==> src/incr_exec_pkg.sv <==
// Constants and types shared by the interrupt-enable and increment execution unit
package incr_exec_pkg;

    // ------------------------------------------------------------
    // Opcodes
    // ------------------------------------------------------------
    localparam logic [7:0] OPC_GLOBAL_IRQ_UNMASK = 8'h9f;
    localparam logic [7:0] OPC_INC_DIRECT        = 8'h20;
    localparam logic [7:0] OPC_INC_POINTER       = 8'h21;
    localparam logic [7:0] OPC_PAIR_DIRECT       = 8'ha0;
    localparam logic [7:0] OPC_PAIR_POINTER      = 8'ha1;
    localparam logic [3:0] NIB_INC_WORKING       = 4'he;
    localparam logic [3:0] NIB_WORKING_ESCAPE    = 4'he;

    // ------------------------------------------------------------
    // Register map and fields
    // ------------------------------------------------------------
    localparam logic [7:0] ADDR_INTERRUPT_GATE_MASK = 8'hfb;
    localparam logic [7:0] ADDR_FLAGS               = 8'hfc;
    localparam int         IMR_GLOBAL_BIT           = 7;
    localparam int         FLAG_Z_BIT               = 6;
    localparam int         FLAG_S_BIT               = 5;
    localparam int         FLAG_V_BIT               = 4;
    localparam logic [7:0] IMR_RESET                = 8'h00;
    localparam logic [7:0] FLAGS_RESET              = 8'h00;

    // ------------------------------------------------------------
    // Cycle counts per instruction
    // ------------------------------------------------------------
    localparam logic [3:0] CYCLES_UNMASK = 4'd6;
    localparam logic [3:0] CYCLES_INC    = 4'd6;
    localparam logic [3:0] CYCLES_PAIR   = 4'd10;

    typedef enum logic [6:0] {
        ST_IDLE     = 7'b0000001,
        ST_PTR      = 7'b0000010,
        ST_READ_HI  = 7'b0000100,
        ST_READ_LO  = 7'b0001000,
        ST_WRITE_HI = 7'b0010000,
        ST_HOLD     = 7'b0100000,
        ST_SPARE    = 7'b1000000
    } state_type;

endpackage : incr_exec_pkg

==> src/operand_resolver.sv <==
// Maps an operand byte to a register-file address, expanding working-register forms
`timescale 1ns/100ps
`default_nettype none
module operand_resolver
    import incr_exec_pkg::*;
(
    // Operand in
    input  wire logic [7:0] operand_i,
    input  wire logic [3:0] rp_i,
    // Address out
    output logic      [7:0] addr_o
);

    always_comb begin
        if (operand_i[7:4] == NIB_WORKING_ESCAPE) begin
            addr_o = {rp_i, operand_i[3:0]};
        end else begin
            addr_o = operand_i;
        end
    end

endmodule : operand_resolver
`default_nettype wire

==> src/plus_one_unit.sv <==
// Byte or word increment with zero, sign and overflow results
`timescale 1ns/100ps
`default_nettype none
module plus_one_unit (
    // Operand
    input  wire logic [15:0] value_i,
    input  wire logic        word_i,
    // Result
    output logic      [15:0] result_o,
    output logic             zero_o,
    output logic             sign_o,
    output logic             ovf_o
);

    always_comb begin
        result_o = value_i + 16'h0001;
        if (word_i) begin
            zero_o = (result_o == 16'h0000);
            sign_o = result_o[15];
            ovf_o  = (value_i == 16'h7fff);
        end else begin
            zero_o = (result_o[7:0] == 8'h00);
            sign_o = result_o[7];
            ovf_o  = (value_i[7:0] == 8'h7f);
        end
    end

endmodule : plus_one_unit
`default_nettype wire

==> src/int_enable_and_increment_exec.sv <==
// Execution unit for global interrupt unmask, byte increment and pair increment
//
// Chosen here: the address-and-strobe port.
`timescale 1ns/100ps
`default_nettype none

module int_enable_and_increment_exec
    import incr_exec_pkg::*;
(
    // Clock and reset
    input  wire logic       clk_i,
    input  wire logic       rst_n_i,
    // Instruction issue
    input  wire logic       start_i,
    input  wire logic [7:0] opcode_i,
    input  wire logic [7:0] operand_i,
    input  wire logic [3:0] rp_i,
    output logic            accept_o,
    output logic            busy_o,
    output logic            done_o,
    // Register file port
    output logic      [7:0] rf_addr_o,
    output logic            rf_re_o,
    output logic            rf_we_o,
    output logic      [7:0] rf_wdata_o,
    input  wire logic [7:0] rf_rdata_i,
    // Software register port
    input  wire logic [7:0] reg_addr_i,
    input  wire logic [7:0] reg_wdata_i,
    input  wire logic       reg_we_i,
    input  wire logic       reg_re_i,
    output logic      [7:0] reg_rdata_o,
    // Control register views
    output logic      [7:0] imr_o,
    output logic      [7:0] flags_o
);

    // ------------------------------------------------------------
    // Storage
    // ------------------------------------------------------------
    state_type   state_ff;
    logic [3:0]  cnt_ff;
    logic [3:0]  last_ff;
    logic        word_ff;
    logic        ptr_ff;
    logic [7:0]  addr_ff;
    logic [7:0]  hi_ff;
    logic [7:0]  res_hi_ff;
    logic [7:0]  imr_ff;
    logic [7:0]  flags_ff;
    logic [7:0]  rdata_ff;
    logic [7:0]  rf_addr_ff;
    logic        rf_re_ff;
    logic        rf_we_ff;
    logic [7:0]  rf_wdata_ff;
    logic        data_ok_ff;

    // ------------------------------------------------------------
    // Decode
    // ------------------------------------------------------------
    logic        is_unmask;
    logic        is_inc_working;
    logic        is_inc_direct;
    logic        is_inc_pointer;
    logic        is_pair_direct;
    logic        is_pair_pointer;
    logic        is_word;
    logic        is_pointer;
    logic        known;
    logic [7:0]  operand_sel;
    logic [7:0]  operand_addr;
    logic [7:0]  ptr_addr;
    logic [15:0] inc_value;
    logic [15:0] inc_result;
    logic        inc_zero;
    logic        inc_sign;
    logic        inc_ovf;
    logic        flag_update;
    logic        unmask_fire;

    always_comb begin
        is_unmask       = (opcode_i == OPC_GLOBAL_IRQ_UNMASK);
        is_inc_working  = (opcode_i[3:0] == NIB_INC_WORKING);
        is_inc_direct   = (opcode_i == OPC_INC_DIRECT);
        is_inc_pointer  = (opcode_i == OPC_INC_POINTER);
        is_pair_direct  = (opcode_i == OPC_PAIR_DIRECT);
        is_pair_pointer = (opcode_i == OPC_PAIR_POINTER);
        is_word         = is_pair_direct | is_pair_pointer;
        is_pointer      = is_inc_pointer | is_pair_pointer;
        known           = is_unmask | is_inc_working | is_inc_direct | is_inc_pointer | is_word;
        // Working-register opcode form reuses the escape path of the resolver
        operand_sel     = is_inc_working ? {NIB_WORKING_ESCAPE, opcode_i[7:4]} : operand_i;
    end

    assign accept_o    = start_i & (state_ff == ST_IDLE) & known;
    assign busy_o      = (state_ff != ST_IDLE);
    assign done_o      = (state_ff == ST_HOLD) & (cnt_ff == last_ff);
    assign flag_update = (state_ff == ST_READ_LO) & data_ok_ff;
    assign unmask_fire = accept_o & is_unmask;
    assign ptr_addr    = word_ff ? {rf_rdata_i[7:1], 1'b0} : rf_rdata_i;
    assign inc_value   = word_ff ? {hi_ff, rf_rdata_i} : {8'h00, rf_rdata_i};

    operand_resolver u_resolver (
        .operand_i (operand_sel),
        .rp_i      (rp_i),
        .addr_o    (operand_addr)
    );

    plus_one_unit u_plus_one (
        .value_i  (inc_value),
        .word_i   (word_ff),
        .result_o (inc_result),
        .zero_o   (inc_zero),
        .sign_o   (inc_sign),
        .ovf_o    (inc_ovf)
    );

    // ------------------------------------------------------------
    // Sequencer and register-file access
    // ------------------------------------------------------------
    always_ff @(posedge clk_i or negedge rst_n_i) begin
        if (!rst_n_i) begin
            state_ff    <= ST_IDLE;
            last_ff     <= 4'h0;
            word_ff     <= 1'b0;
            ptr_ff      <= 1'b0;
            addr_ff     <= 8'h00;
            hi_ff       <= 8'h00;
            res_hi_ff   <= 8'h00;
            rf_addr_ff  <= 8'h00;
            rf_re_ff    <= 1'b0;
            rf_we_ff    <= 1'b0;
            rf_wdata_ff <= 8'h00;
        end else begin
            rf_re_ff <= 1'b0;
            rf_we_ff <= 1'b0;
            unique case (state_ff)
                ST_IDLE: begin
                    if (accept_o) begin
                        word_ff <= is_word;
                        ptr_ff  <= is_pointer;
                        if (is_unmask) begin
                            last_ff  <= CYCLES_UNMASK - 4'd1;
                            state_ff <= ST_HOLD;
                        end else begin
                            last_ff    <= is_word ? CYCLES_PAIR - 4'd1
                                                  : CYCLES_INC - 4'd1;
                            rf_re_ff   <= 1'b1;
                            addr_ff    <= is_word ? {operand_addr[7:1], 1'b0} : operand_addr;
                            rf_addr_ff <= (is_word && !is_pointer) ? {operand_addr[7:1], 1'b0}
                                                                   : operand_addr;
                            if (is_pointer) begin
                                state_ff <= ST_PTR;
                            end else if (is_word) begin
                                state_ff <= ST_READ_HI;
                            end else begin
                                state_ff <= ST_READ_LO;
                            end
                        end
                    end
                end
                // Read states wait in place until the strobed data arrive
                ST_PTR: begin
                    if (data_ok_ff) begin
                        addr_ff    <= ptr_addr;
                        rf_addr_ff <= ptr_addr;
                        rf_re_ff   <= 1'b1;
                        state_ff   <= word_ff ? ST_READ_HI : ST_READ_LO;
                    end
                end
                ST_READ_HI: begin
                    if (data_ok_ff) begin
                        hi_ff      <= rf_rdata_i;
                        rf_addr_ff <= {addr_ff[7:1], 1'b1};
                        rf_re_ff   <= 1'b1;
                        state_ff   <= ST_READ_LO;
                    end
                end
                ST_READ_LO: begin
                    if (data_ok_ff) begin
                        rf_addr_ff  <= word_ff ? {addr_ff[7:1], 1'b1} : addr_ff;
                        rf_wdata_ff <= inc_result[7:0];
                        rf_we_ff    <= 1'b1;
                        res_hi_ff   <= inc_result[15:8];
                        state_ff    <= word_ff ? ST_WRITE_HI : ST_HOLD;
                    end
                end
                ST_WRITE_HI: begin
                    rf_addr_ff  <= addr_ff;
                    rf_wdata_ff <= res_hi_ff;
                    rf_we_ff    <= 1'b1;
                    state_ff    <= ST_HOLD;
                end
                ST_HOLD: begin
                    if (cnt_ff == last_ff) begin
                        state_ff <= ST_IDLE;
                    end
                end
                default: begin
                    state_ff <= ST_IDLE;
                end
            endcase
        end
    end

    // ------------------------------------------------------------
    // Read-data tracker
    // ------------------------------------------------------------
    // The register file answers one cycle after the strobe
    always_ff @(posedge clk_i or negedge rst_n_i) begin
        if (!rst_n_i) begin
            data_ok_ff <= 1'b0;
        end else begin
            data_ok_ff <= rf_re_ff;
        end
    end

    // ------------------------------------------------------------
    // Cycle counter
    // ------------------------------------------------------------
    always_ff @(posedge clk_i or negedge rst_n_i) begin
        if (!rst_n_i) begin
            cnt_ff <= 4'h0;
        end else if (accept_o) begin
            cnt_ff <= 4'h1;
        end else if (state_ff != ST_IDLE) begin
            cnt_ff <= cnt_ff + 4'h1;
        end else begin
            cnt_ff <= 4'h0;
        end
    end

    // ------------------------------------------------------------
    // Interrupt gate mask
    // ------------------------------------------------------------
    always_ff @(posedge clk_i or negedge rst_n_i) begin
        if (!rst_n_i) begin
            imr_ff <= IMR_RESET;
        end else begin
            if (reg_we_i && reg_addr_i == ADDR_INTERRUPT_GATE_MASK) begin
                imr_ff <= reg_wdata_i;
            end
            if (unmask_fire) begin
                // Level bits keep the software value of this cycle
                imr_ff[IMR_GLOBAL_BIT] <= 1'b1;
                if (!(reg_we_i && reg_addr_i == ADDR_INTERRUPT_GATE_MASK)) begin
                    imr_ff[IMR_GLOBAL_BIT-1:0] <= imr_ff[IMR_GLOBAL_BIT-1:0];
                end
            end
        end
    end

    // ------------------------------------------------------------
    // Flags
    // ------------------------------------------------------------
    always_ff @(posedge clk_i or negedge rst_n_i) begin
        if (!rst_n_i) begin
            flags_ff <= FLAGS_RESET;
        end else begin
            if (reg_we_i && reg_addr_i == ADDR_FLAGS) begin
                flags_ff <= reg_wdata_i;
            end
            // Only Z, S, V change; hardware update wins over a same-cycle write
            if (flag_update) begin
                flags_ff[FLAG_Z_BIT] <= inc_zero;
                flags_ff[FLAG_S_BIT] <= inc_sign;
                flags_ff[FLAG_V_BIT] <= inc_ovf;
            end
        end
    end

    // ------------------------------------------------------------
    // Software read port
    // ------------------------------------------------------------
    always_ff @(posedge clk_i or negedge rst_n_i) begin
        if (!rst_n_i) begin
            rdata_ff <= 8'h00;
        end else if (reg_re_i) begin
            if (reg_addr_i == ADDR_INTERRUPT_GATE_MASK) begin
                rdata_ff <= imr_ff;
            end else if (reg_addr_i == ADDR_FLAGS) begin
                rdata_ff <= flags_ff;
            end else begin
                rdata_ff <= 8'h00;
            end
        end else begin
            rdata_ff <= 8'h00;
        end
    end

    assign reg_rdata_o = rdata_ff;
    assign rf_addr_o   = rf_addr_ff;
    assign rf_re_o     = rf_re_ff;
    assign rf_we_o     = rf_we_ff;
    assign rf_wdata_o  = rf_wdata_ff;
    assign imr_o       = imr_ff;
    assign flags_o     = flags_ff;

endmodule : int_enable_and_increment_exec
`default_nettype wire

==> config.mk <==
export PLATFORM = sky130hd
export DESIGN_NAME = int_enable_and_increment_exec
export DESIGN_NICKNAME = d
export VERILOG_FILES = /design/src/incr_exec_pkg.sv /design/src/operand_resolver.sv /design/src/plus_one_unit.sv /design/src/int_enable_and_increment_exec.sv
export SDC_FILE = /design/constraint.sdc
export NUM_CORES = 1
export LEC_CHECK = 0
export ABC_AREA = 1
export BUFFER_PORTS_ARGS = -buffer_cell sky130_fd_sc_hd__buf_4
export CAP_MARGIN = 25
export CELL_PAD_IN_SITES_DETAIL_PLACEMENT = 1
export CELL_PAD_IN_SITES_GLOBAL_PLACEMENT = 1
export CORE_AREA = 2 2 115 117
export DETAILED_ROUTE_END_ITERATION = 7
export DIE_AREA = 0 0 117 119
export GPL_TIMING_DRIVEN = 0
export PLACE_DENSITY_LB_ADDON = 0.1
export SETUP_SLACK_MARGIN = 0.1
export SLEW_MARGIN = 10
export SYNTH_ARGS = -nofsm -noshare
export SYNTH_HDL_FRONTEND = slang
export SYNTH_HIERARCHICAL = 1
export SYNTH_SLANG_ARGS = --single-unit
==> constraint.sdc <==
create_clock -name clk_i -period 2.8 [get_ports clk_i]
set_clock_uncertainty 0.1 [all_clocks]
set_input_delay 0.84 -clock clk_i [delete_from_list [all_inputs] [get_ports clk_i]]
set_output_delay 0.84 -clock clk_i [all_outputs]
set_load 0.02 [all_outputs]
==> run metrics <==
R2R Path End flags_o[6]$_DFFE_PN0P_; Core Area 12900 µm²; Sw Ratio 40.6%; Final Setup Violations 0; number of buffers created by CTS 9; clock buffer depth 2; Die Ht 119 µm; Avg WL per Cell 15.0 µm; Sink Count 81; Detail Placement HPWL 11500 µm; Yosys top cell area share 40.0%; Synth Area per Inst 7.34 µm²; Switch Pwr 1.89 mW; Compound-Gate Fraction of Synth Area 5.52%; nets 858; fin. max-slew vios 0; vias 4921; final instance area 6460 µm²; DRC Markers 0; Hold WC Path Type reg2reg; R2R setup slack 0.40 ns; total grt overflow 0; clock slew at reported path FFs 0.06 ns; ys flop type dfrtp_1; Tmin final 2.73 ns; DIE AREA 13900 µm²; drt via density 4.99; RSZ-0062 raised after global routing yes; Critical Path Fanout Max 2; kind of critical path in2reg; status finished, final reports clean; Die X-Extent 117 µm; Syn Inst Count 682; crit path to imr_o[7]$_DFFE_PN0P_; Fin. Hold Viols 0; Mapped Nets 734; YS warnings 6; Post-Syn Area 5010 µm²; largest family of logic cells by synthesized area simple AND/OR/NAND/NOR gates; maximum capacitance violations 0; final clock period utilization by the worst path 97.5%; fmax 366 MHz; # H-tree levels 3; io pins 94; top cells by area, synth dfrtp_1, nand2_1, nand4_1, nor2_1, inv_1; Core Rows 42; DRT Pass-1 Iters 4; Clk pwr share 23.7%; Relative slew margins 63.9%; cells on worst reg2reg path 14; leakage 3.41 nW; Post-Route Utilization 50.2%; 1st-iter DRT viols 194; TritonCTS clock tree done; Placed Cells 951; ys async rst share 100%; WP data arrival 2.89 ns; CP endpoint kind flip-flop; gp weighted congestion 0.854; Post-Synth Simple-Gate Area 41.2%; largest net degree at the start of global routing 82; Post-DP Area 5930 µm²; final std cells w/o fill 986; I/O Buffers 93; fraction of layout instances using a drive strength above 1 27.4%; count of different cell masters after synthesis 40; multiplexer area fraction after synthesis 2.47%; Synth area leader dfrtp_1; area delta synth->final 29.1%; sequential power share 36.0%; Power per Cell Area 719 nW/µm²; number of flops mapped to enable cells by yosys 0; Int Pwr 2.76 mW; Worst Setup SP opcode_i[2]; vias in the first global route 5189; most frequent cell after synthesis nand2_1; Peak VDD IR 0.000418 V; CTS Root Buffer Type clkbuf_16; WP data required 2.96 ns; Synth top cells by count nand2_1, dfrtp_1, nor2_1, inv_1, nand4_1; post-route antenna net violation count 0; Critical Path Source Type primary input; Tightest Pin Transition 0.539 ns; sequential fraction of the synthesis area 40.5%; Clk Latency, worst-skew pair 0.35 ns; drt total wl 14800 µm; initial antenna violation count 0; share of total power in combinational logic 40.3%; Synth Register Bits 81; Worst R2R Start word_ff$_DFFE_PN0P_; first-pass GRT wire length 24700 µm; Initial Utilization 38.9%; Adder-Cell Fraction of Synth Area 0.750%; GRT Util Overall 22.5%; diodes inserted 0; hold_buf cts 0; post-synthesis xor/xnor area fraction 1.57%
## logic make-up (layout without fill, tap and decap cells)
| logic type | after synthesis | count (layout) |
|---|---|---|
| XOR/XNOR | 9 | 9 |
| buffers and inverters | 96 | 224 |
| flip-flops | 81 | 81 |
| multiplexers | 11 | 11 |
| AND/OR/NAND/NOR | 437 | 437 |
| AO/OA/AOI/OAI | 45 | 45 |
| adder cells (fa/ha/maj) | 3 | 3 |
## worst max-delay path, cell delays in order
cell	delay, ns
buf_4	0.13
nor2_4	0.11
nand2_2	0.08
nor2_4	0.11
nor2_1	0.06
nand2_2	0.09
nand2_2	0.08
buf_4	0.13
buf_4	0.12
buf_4	0.12
buf_4	0.12
buf_4	0.12
buf_4	0.13
buf_4	0.12
buf_4	0.12
buf_4	0.12
buf_4	0.12
o211ai_1	0.17
## layout make-up
type	instances	area (µm²)
flip-flops and latches	81	2030
fillers	1668	6410
repair buffers	113	883
inverters	77	299
multi-input cells	505	2650
well taps	176	220
clock inverters	4	28.8
clock buffers	11	243
plain buffers	19	109
## metal layers
layer / vias to the layer above / GRT usage [%] / wire, µm
met5: - / 0 / 0
met4: 0 / 8.53 / 348
met3: 26 / 2.70 / 461
met2: 97 / 41.2 / 7760
met1: 2351 / 26.3 / 6230
li1: 2447 / - / -
## registers in the layout, summed over array words and instances (netlist names), 3 cells and up
register	count
rf_wdata_o	8
state_ff	6
rf_addr_o	8
cnt_ff	4
imr_o	8
res_hi_ff	8
addr_ff	8
last_ff	3
flags_o	8
reg_rdata_o	8
hi_ff	8
## cells in the final DEF (no fill, tap or decap), types with 11 or more instances in the layout
master     n
a21oi_1   11
buf_4    113
dfrtp_1   80
inv_1     66
nand2_1  213
nand2_2   15
nand3_1   35
nand4_1   48
nor2_1    65
nor2_4    17
nor3_1    19
o21ai_0   21
## per-stage QoR
step	TNS [ns]	hold WS, ns	total power [mW]	setup slack [ns]
after detailed placement	-0.215	0.303	3.52	-0.215
after global placement	-0.195	0.288	3.45	-0.195
after floorplan	0	0.343	2.89	0.186
final	0	0.302	4.65	0.0688
after global routing	-0.0761	0.318	4.98	-0.0761
after CTS	0	0.317	4.66	0.0651
## how the worst min path moves through the flow
stage / startpoint / to / slack [ns] / cells past startpoint
after floorplan: res_hi_ff[0]$_DFFE_PN0P_ / res_hi_ff[0]$_DFFE_PN0P_ / 0.34 / 2
after global placement: rf_re_o$_DFF_PN0_ / data_ok_ff$_DFF_PN0_ / 0.29 / 0
after detailed placement: rf_re_o$_DFF_PN0_ / data_ok_ff$_DFF_PN0_ / 0.30 / 0
after CTS: rf_re_o$_DFF_PN0_ / data_ok_ff$_DFF_PN0_ / 0.32 / 0
after global routing: rf_re_o$_DFF_PN0_ / data_ok_ff$_DFF_PN0_ / 0.32 / 0
final: rf_re_o$_DFF_PN0_ / data_ok_ff$_DFF_PN0_ / 0.30 / 0
## power by group through the flow
| stage | sequential, mW | clock, mW | combinational [mW] |
|---|---|---|---|
| 6_report | 1.68 | 1.10 | 1.87 |
| 2_1_floorplan | 1.79 | 0 | 1.10 |
| 5_1_grt | 1.71 | 1.16 | 2.11 |
| 3_3_place_gp | 1.67 | 0 | 1.77 |
| 3_5_place_dp | 1.69 | 0 | 1.83 |
| 4_1_cts | 1.67 | 1.13 | 1.86 |
## timing repair
item                       in CTS  in global routing
setup buffers                  15                  4
setup endpoints to repair       1                  4
pin swaps                      11                  8
gates resized for setup        23                 10
No activity file was read; power rests on OpenSTA's default activity.
